File: src/design/ppm_consts.vh
// constants for the port pin function multiplexer
//
// Overview of operation
// - Reset loads all ones into the eight bits of the upper port output latch.
// - Reset loads all ones into the special-function port latch and makes its pins quasi-bidirectional.
// - Reset makes the upper port pins quasi-bidirectional until software picks another configuration.
// - Software picks the output configuration of every pin on its own, and the pin follows it while neither the external bus nor programming mode owns the pin.
// - With a sixteen-bit external bus the upper port alternates between the high data byte and address lines 12 to 19.
// - With an eight-bit external bus only the software-chosen number of upper address lines appear on the upper port.
// - During program memory verify the programmer drives the low address byte onto the upper port and the device takes it there.
// - During program memory programming and verify the programmer drives the high address bits onto the special-function port and the device takes them there.
// - Special-function port bit zero feeds serial port zero receive and bit one carries serial port zero transmit.
// - Special-function port bit two feeds external interrupt zero.
// - Special-function port bit four is timer zero count input or timer zero overflow output.
// - The timer zero pin is sampled as reset is released and the level is kept as a default setting.
// - Lower port bit six is timer two count input or its clock output.
// - Lower port bit seven is the timer two reload, capture or direction input.
// - Lower port bit four is the serial port one receive input.
`ifndef PPM_CONSTS_VH
`define PPM_CONSTS_VH

// ----------------------------------------------------------------
// output configurations, two bits per pin
// ----------------------------------------------------------------
`define PPM_CFG_QUASI     2'h0
`define PPM_CFG_PUSH      2'h1
`define PPM_CFG_OPEN      2'h2
`define PPM_CFG_INPUT     2'h3

// ----------------------------------------------------------------
// reset values
// ----------------------------------------------------------------
`define PPM_LATCH_RST     8'hff
`define PPM_CFG_RST       16'h0000
`define PPM_LO_LATCH_RST  3'h7
`define PPM_LO_CFG_RST    6'h00

// ----------------------------------------------------------------
// pin positions
// ----------------------------------------------------------------
`define PPM_NPINS         19
`define PPM_SF_BASE       8
`define PPM_LO_BASE       16
`define PPM_SF_RX0        0
`define PPM_SF_TX0        1
`define PPM_SF_EXT_INTERRUPT_ZERO_IN       2
`define PPM_SF_T0         4
`define PPM_LO_RX1        0
`define PPM_LO_T2         1
`define PPM_LO_TIMER_TWO_RELOAD_CAPTURE_CTL       2
`define PPM_ADDR_FIRST    12
`define PPM_ADDR_CNT_W    4

`endif

File: src/design/ppm_pin_cell.v
// one port pin: input synchroniser and configured output driver
`timescale 1ns/1ps
`default_nettype none
`include "ppm_consts.vh"

module ppm_pin_cell (
    input  wire       clk,
    input  wire       rst,
    input  wire       pin_in,
    input  wire [1:0] cfg,
    input  wire       latch_val,
    input  wire       alt_sel,
    input  wire       alt_val,
    input  wire       bus_own,
    input  wire       bus_drive,
    input  wire       bus_val,
    output reg        pin_out_q,
    output reg        pin_oe_n_q,
    output reg        in_sync_q
);

    // ----------------------------------------------------------------
    // two-flop input synchroniser
    // ----------------------------------------------------------------
    reg meta_q;

    always @(posedge clk) begin
        meta_q    <= pin_in;
        in_sync_q <= meta_q;
    end

    // ----------------------------------------------------------------
    // driver selection
    // ----------------------------------------------------------------
    reg val_d;
    reg drv_d;

    always @* begin
        val_d = alt_sel ? alt_val : latch_val;
        drv_d = 1'b0;
        if (bus_own) begin
            val_d = bus_val;
            drv_d = bus_drive;
        end else begin
            case (cfg)
                `PPM_CFG_QUASI: drv_d = ~val_d;
                `PPM_CFG_OPEN:  drv_d = ~val_d;
                `PPM_CFG_PUSH:  drv_d = 1'b1;
                `PPM_CFG_INPUT: drv_d = 1'b0;
                default:        drv_d = 1'b0;
            endcase
        end
    end

    always @(posedge clk) begin
        if (rst) begin
            pin_out_q  <= 1'b1;
            pin_oe_n_q <= 1'b1;
        end else begin
            pin_out_q  <= val_d;
            pin_oe_n_q <= ~drv_d;
        end
    end

endmodule
`default_nettype wire

File: src/design/ppm_port_mux.v
// pin function multiplexer for the upper, special-function and lower ports
`timescale 1ns/1ps
`default_nettype none
`include "ppm_consts.vh"

module ppm_port_mux (
    input  wire        clk,
    input  wire        rst,
    // upper port pins
    input  wire [7:0]  upper_port_pins_in,
    output wire [7:0]  upper_port_pins_out,
    output wire [7:0]  upper_port_pins_oe_n,
    // special-function port pins
    input  wire [7:0]  special_function_port_pins_in,
    output wire [7:0]  special_function_port_pins_out,
    output wire [7:0]  special_function_port_pins_oe_n,
    // lower port pins 4, 6, 7
    input  wire [2:0]  lower_port_pins_in,
    output wire [2:0]  lower_port_pins_out,
    output wire [2:0]  lower_port_pins_oe_n,
    // latch and configuration writes from the core
    input  wire        upper_latch_wr,
    input  wire [7:0]  upper_latch_wdata,
    input  wire        upper_cfg_wr,
    input  wire [15:0] upper_cfg_wdata,
    input  wire        sf_latch_wr,
    input  wire [7:0]  sf_latch_wdata,
    input  wire        sf_cfg_wr,
    input  wire [15:0] sf_cfg_wdata,
    input  wire        lower_latch_wr,
    input  wire [2:0]  lower_latch_wdata,
    input  wire        lower_cfg_wr,
    input  wire [5:0]  lower_cfg_wdata,
    // external bus
    input  wire        ebus_en,
    input  wire        ebus_wide,
    input  wire        ebus_addr_phase,
    input  wire        ebus_write,
    input  wire [7:0]  ebus_addr_hi,
    input  wire [7:0]  ebus_data_hi_out,
    input  wire [3:0]  ebus_addr_line_count,
    // program memory programming and verify
    input  wire        prog_mode,
    // alternate function sources
    input  wire        serial0_transmit_out,
    input  wire        serial0_tx_en,
    input  wire        timer_zero_ovf_out,
    input  wire        timer_zero_out_en,
    input  wire        timer_two_clkout,
    input  wire        timer_two_clkout_en,
    // towards the core
    output wire [7:0]  upper_port_read,
    output wire [7:0]  sf_port_read,
    output wire [7:0]  ebus_data_hi_in,
    output wire [7:0]  prog_addr_lo,
    output wire [7:0]  prog_addr_hi,
    output wire        serial0_receive_in,
    output wire        ext_interrupt_zero_in,
    output wire        timer_zero_io_count,
    output reg         timer_zero_strap_q,
    output wire        timer_two_count_clkout,
    output wire        timer_two_reload_capture_ctl,
    output wire        serial1_receive_in
);

    // ----------------------------------------------------------------
    // port latches and configuration
    // ----------------------------------------------------------------
    reg [7:0]  upper_latch_q;
    reg [15:0] upper_cfg_q;
    reg [7:0]  sf_latch_q;
    reg [15:0] sf_cfg_q;
    reg [2:0]  lower_latch_q;
    reg [5:0]  lower_cfg_q;
    reg        rst_q;

    always @(posedge clk) begin
        if (rst) begin
            upper_latch_q <= `PPM_LATCH_RST;
            upper_cfg_q   <= `PPM_CFG_RST;
            sf_latch_q    <= `PPM_LATCH_RST;
            sf_cfg_q      <= `PPM_CFG_RST;
            lower_latch_q <= `PPM_LO_LATCH_RST;
            lower_cfg_q   <= `PPM_LO_CFG_RST;
        end else begin
            if (upper_latch_wr) begin
                upper_latch_q <= upper_latch_wdata;
            end
            if (upper_cfg_wr) begin
                upper_cfg_q <= upper_cfg_wdata;
            end
            if (sf_latch_wr) begin
                sf_latch_q <= sf_latch_wdata;
            end
            if (sf_cfg_wr) begin
                sf_cfg_q <= sf_cfg_wdata;
            end
            if (lower_latch_wr) begin
                lower_latch_q <= lower_latch_wdata;
            end
            if (lower_cfg_wr) begin
                lower_cfg_q <= lower_cfg_wdata;
            end
        end
    end

    // ----------------------------------------------------------------
    // timer zero strap caught on reset release
    // ----------------------------------------------------------------
    wire [`PPM_NPINS-1:0] in_sync;

    always @(posedge clk) begin
        rst_q <= rst;
        if (rst) begin
            timer_zero_strap_q <= 1'b0;
        end else if (rst_q) begin
            timer_zero_strap_q <= in_sync[`PPM_SF_BASE+`PPM_SF_T0];
        end
    end

    // ----------------------------------------------------------------
    // pin cells
    // ----------------------------------------------------------------
    wire [`PPM_NPINS-1:0] pin_in;
    wire [`PPM_NPINS-1:0] pin_out;
    wire [`PPM_NPINS-1:0] pin_oe_n;
    wire [`PPM_NPINS-1:0] c_latch;
    wire [`PPM_NPINS-1:0] c_alt_sel;
    wire [`PPM_NPINS-1:0] c_alt_val;
    wire [`PPM_NPINS-1:0] c_bus_own;
    wire [`PPM_NPINS-1:0] c_bus_drive;
    wire [`PPM_NPINS-1:0] c_bus_val;
    wire [2*`PPM_NPINS-1:0] c_cfg;

    assign pin_in  = {lower_port_pins_in, special_function_port_pins_in, upper_port_pins_in};
    assign c_latch = {lower_latch_q, sf_latch_q, upper_latch_q};
    assign c_cfg   = {lower_cfg_q, sf_cfg_q, upper_cfg_q};

    genvar gi;
    generate
        for (gi = 0; gi < `PPM_NPINS; gi = gi + 1) begin : g_pin
            if (gi < `PPM_SF_BASE) begin : g_upper
                localparam integer IDX = gi;
                wire addr_line;
                assign addr_line = ebus_wide | ({28'h0, ebus_addr_line_count} > IDX);
                assign c_bus_own[gi]   = prog_mode | (ebus_en & addr_line);
                assign c_bus_drive[gi] = ~prog_mode
                                         & (~ebus_wide | ebus_addr_phase | ebus_write);
                assign c_bus_val[gi]   = (ebus_wide & ~ebus_addr_phase)
                                         ? ebus_data_hi_out[gi]
                                         : ebus_addr_hi[gi];
                assign c_alt_sel[gi]   = 1'b0;
                assign c_alt_val[gi]   = 1'b0;
            end else if (gi < `PPM_LO_BASE) begin : g_sf
                assign c_bus_own[gi]   = prog_mode;
                assign c_bus_drive[gi] = 1'b0;
                assign c_bus_val[gi]   = 1'b1;
                if (gi == `PPM_SF_BASE + `PPM_SF_TX0) begin : g_tx0
                    assign c_alt_sel[gi] = serial0_tx_en;
                    assign c_alt_val[gi] = serial0_transmit_out;
                end else if (gi == `PPM_SF_BASE + `PPM_SF_T0) begin : g_t0
                    assign c_alt_sel[gi] = timer_zero_out_en;
                    assign c_alt_val[gi] = timer_zero_ovf_out;
                end else begin : g_plain
                    assign c_alt_sel[gi] = 1'b0;
                    assign c_alt_val[gi] = 1'b0;
                end
            end else begin : g_lower
                assign c_bus_own[gi]   = 1'b0;
                assign c_bus_drive[gi] = 1'b0;
                assign c_bus_val[gi]   = 1'b1;
                if (gi == `PPM_LO_BASE + `PPM_LO_T2) begin : g_t2
                    assign c_alt_sel[gi] = timer_two_clkout_en;
                    assign c_alt_val[gi] = timer_two_clkout;
                end else begin : g_plain
                    assign c_alt_sel[gi] = 1'b0;
                    assign c_alt_val[gi] = 1'b0;
                end
            end

            ppm_pin_cell u_cell (
                .clk        (clk),
                .rst        (rst),
                .pin_in     (pin_in[gi]),
                .cfg        (c_cfg[2*gi +: 2]),
                .latch_val  (c_latch[gi]),
                .alt_sel    (c_alt_sel[gi]),
                .alt_val    (c_alt_val[gi]),
                .bus_own    (c_bus_own[gi]),
                .bus_drive  (c_bus_drive[gi]),
                .bus_val    (c_bus_val[gi]),
                .pin_out_q  (pin_out[gi]),
                .pin_oe_n_q (pin_oe_n[gi]),
                .in_sync_q  (in_sync[gi])
            );
        end
    endgenerate

    // ----------------------------------------------------------------
    // pin and core side outputs
    // ----------------------------------------------------------------
    assign upper_port_pins_out             = pin_out[7:0];
    assign upper_port_pins_oe_n            = pin_oe_n[7:0];
    assign special_function_port_pins_out  = pin_out[15:8];
    assign special_function_port_pins_oe_n = pin_oe_n[15:8];
    assign lower_port_pins_out             = pin_out[18:16];
    assign lower_port_pins_oe_n            = pin_oe_n[18:16];

    assign upper_port_read  = in_sync[7:0];
    assign sf_port_read     = in_sync[15:8];
    assign ebus_data_hi_in  = in_sync[7:0];
    assign prog_addr_lo     = in_sync[7:0];
    assign prog_addr_hi     = in_sync[15:8];

    assign serial0_receive_in           = in_sync[`PPM_SF_BASE+`PPM_SF_RX0];
    assign ext_interrupt_zero_in        = in_sync[`PPM_SF_BASE+`PPM_SF_EXT_INTERRUPT_ZERO_IN];
    assign timer_zero_io_count          = in_sync[`PPM_SF_BASE+`PPM_SF_T0];
    assign serial1_receive_in           = in_sync[`PPM_LO_BASE+`PPM_LO_RX1];
    assign timer_two_count_clkout       = in_sync[`PPM_LO_BASE+`PPM_LO_T2];
    assign timer_two_reload_capture_ctl = in_sync[`PPM_LO_BASE+`PPM_LO_TIMER_TWO_RELOAD_CAPTURE_CTL];

endmodule
`default_nettype wire

File: config.mk
export PLATFORM = sky130hd
export DESIGN_NAME = ppm_port_mux
export DESIGN_NICKNAME = d
export VERILOG_FILES = /design/src/design/ppm_pin_cell.v /design/src/design/ppm_port_mux.v
export VERILOG_INCLUDE_DIRS = /design/src /design/src/design
export SDC_FILE = /design/constraint.sdc
export NUM_CORES = 1
export LEC_CHECK = 0
export ABC_AREA = 1
export BUFFER_PORTS_ARGS = -buffer_cell sky130_fd_sc_hd__buf_2
export CELL_PAD_IN_SITES_DETAIL_PLACEMENT = 1
export CELL_PAD_IN_SITES_GLOBAL_PLACEMENT = 2
export CORE_ASPECT_RATIO = 1.5
export CORE_MARGIN = 3
export CORE_UTILIZATION = 26
export DETAILED_ROUTE_END_ITERATION = 16
export MAX_ROUTING_LAYER = met4
export PLACE_DENSITY_LB_ADDON = 0.05
export SYNTH_ARGS = -nofsm -noshare
export SYNTH_HDL_FRONTEND = slang
export SYNTH_SLANG_ARGS = --single-unit
export TNS_END_PERCENT = 5
File: constraint.sdc
create_clock -name clk -period 1 [get_ports clk]
set_input_delay 0.1 -clock clk [delete_from_list [all_inputs] [get_ports clk]]
set_output_delay 0.1 -clock clk [all_outputs]
set_load 0.01 [all_outputs]
==> impl_metrics.ini <==
[floorplan]
row_count = 60
die_h_um = 174
fp.dieArea_mm2 = 0.0205
core_mm2 = 0.0182
start_util_pct = 26.9
ios = 200
die_w_um = 118

[synth]
ys_warn_count = 0
avgSynthCellArea_um2 = 8.59
syn_inst = 568
synth_ff_type = dfxtp_1
synth_edf_count = 0
async_flop_share_pct = 0
ys_seq_elements = 135
syn-cell-area_mm2 = 0.00488
seq_area_frac_synth_pct = 55.4
ys_types = 20
syn_nets = 683

[cts]
cts_root_buf = clkbuf_16
cts_tree = done
ctsHtreeMaxLevel = 4
clkSinkCount = 135
cts_inserted_buffers = 17
post_cts_buffers = 0
clock_latency_ps = 410
path_clk_slew_ps = 60
clockBufferDepth = 2

[critical_path]
crit_path_top_delay_cell = dfxtp_4
path_max_fanout = 4
reg2reg_from = upper_latch_q[1]
cp.required_ps = 900
path_cells = buf_6
slowest_delay_ps = 360
criticalPathCategory = flip-flop to output port
r2r-end = g_pin[1].u_cell.pin_oe_n_q
cp.depth = 1
rrSetupSlack_ps = 120
cp-startpoint = g_pin[12].u_cell.in_sync_q
cp-start-kind = flip-flop
arrival_ps = 890
reg2regPathDepth = 4
critPathCapture = prog_addr_hi[4]
cp_top_family = flip-flops
crit_path_end_kind = output port
path_buf_inv = 1

[timing]
tightest_slew_ps = 259
fin_hold_ws_ps = 14.6
timing_max_transition_violations_final = 0
period_minus_slack_ps = 989
setup_ws_ps = 11.0
rsz0062_at_grt = yes
fin_skew_ps = 5.89
slew_headroom_pct = 82.6
finalSetupViolations = 0
period_share_pct = 98.9
hold_violations = 0
fmax_ghz = 1.01

[power]
ir_worst_vdd_mv = 0.785
finalPower_mw = 13.9
p_per_area_mw_per_mm2 = 1920
p_leak_nw = 3.42

[final_layout]
final_nets = 911
instances_no_fill = 1062
layout.cells.most_common = buf_2
drive_above_1_share_pct = 36.0
final_cell_mix = 190 x buf_2, 108 x dfxtp_1, 83 x dlygate4sd3_1, 74 x nor2_1, 73 x nand2_1
area_growth_pct = 48.9

[routing]
drtIter0Drc = 184
ant_nets = 0
vias = 4390
firstDrtPassIters = 4
viasPerCell = 4.13
routed_wirelength_um = 14700
wl_per_cell_um = 13.9
drc = 0

[placement]
routabilityCongestion = 0.735
dp_cells = 942
port_buffers = 199
dp.final_hpwl_um = 10900
dp_slack_ps = -69.1

[grt]
groute.layer.met2.usage_pct = 26.6
grt_overflow_total = 0
grt_max_degree = 42
antenna_found_initial = 4
grt-busiest-layer = met2
grt_pass1_vias = 4682
grt_use_met3_pct = 4.77
grt_pass1_wl_um = 23500
grtUsageMet1_pct = 15.2
grt_usage_pct = 15.0

[hold_path]
min-delay-start = sf_cfg_wdata[8]
min_path_type = input pin to flip-flop

[flow_run]
drv_cap = 0

[outcome]
status = finished, final reports clean
-- registers in the layout, indices dropped and copies added, names as in the netlist, 8 cells and up --
signal / count
g_pin.u_cell.pin_out_q: 19
g_pin.u_cell.pin_oe_n_q: 19
g_pin.u_cell.meta_q: 19
upper_cfg_q: 16
g_pin.u_cell.in_sync_q: 19
sf_cfg_q: 16
sf_latch_q: 8
upper_latch_q: 8
-- final cells by class --
class | instances | area [µm²]
Sequential cell | 135 | 2740
Inverter | 37 | 139
Clock buffer | 19 | 443
Antenna cell | 5 | 12.5
Clock inverter | 13 | 168
Multi-Input combinational cell | 301 | 1380
Timing Repair Buffer | 304 | 2080
Fill cell | 2182 | 10900
Tap cell | 248 | 310
-- cells in the mapped netlist (2+ instances only) --
library cell	n	area share, %
buf_4	79	12
nand4_1	4	0.51
dfxtp_1	135	55
inv_2	3	0.23
nand3_1	42	4.3
inv_1	32	2.5
o21ai_2	2	0.36
nand2_1	73	5.6
a21oi_1	23	2.4
nor2_2	2	0.26
nand2_2	2	0.26
clkbuf_1	8	0.62
nor2_1	74	5.7
buf_2	8	0.82
o211ai_1	7	1.1
o21ai_0	68	7.0
clkinv_1	2	0.15
o21a_1	2	0.31
-- worst register-to-register path, stage by stage, from the launching register on --
cell     delay, ps
dfxtp_1        340
inv_1           60
o21ai_0        230
nand3_1        120
nand3_1         70
-- worst min path at each step --
| stage | endpoint | slack [ps] | depth (start not counted) |
|---|---|---|---|
| after floorplan | g_pin[0].u_cell.meta_q | 130 | 0 |
| after CTS | sf_cfg_q[8] | 2 | 3 |
| after global placement | g_pin[17].u_cell.meta_q | 200 | 1 |
| final | sf_cfg_q[8] | 10 | 3 |
| after detailed placement | g_pin[16].u_cell.meta_q | 200 | 1 |
| after global routing | sf_cfg_q[8] | 20 | 3 |
-- repair_timing --
action                                  in CTS  in global routing
endpoints found under the setup margin      38                 53
hold endpoints to repair                    82                  0
pin swaps                                    0                  0
gates resized for setup                     20                 19
hold buffers                                83                  0
-- through the flow --
step / cell area [µm²] / utilization (%) / setup TNS, ps
floorplan: 4880 / - / 0
global placement: 5730 / 31.5 / -15.6
detailed placement: 5730 / 31.5 / -116
CTS: 7210 / 39.7 / -76.6
global route: 7260 / 40.0 / -582
finish: 7270 / 40.0 / 0
-- cell families after synthesis --
family	count (synthesis)	synth area share (%)
AND/OR/NAND/NOR	199	17.1
AO/OA/AOI/OAI	102	11.1
buffers and inverters	132	16.4
flip-flops	135	55.4
-- power breakdown --
group	switching, mW	leakage (nW)	internal [mW]
clock network	2.47	0.300	4.03
registers	0.143	1.13	5.74
logic	0.758	1.99	0.795
-- layer usage --
metal	routed length (µm)	part of all wire [%]
met4	307	2.1
met5	0	0
met1	5820	40
met3	803	5.5
met2	7790	53
Power figures use the tool's default switching activity.
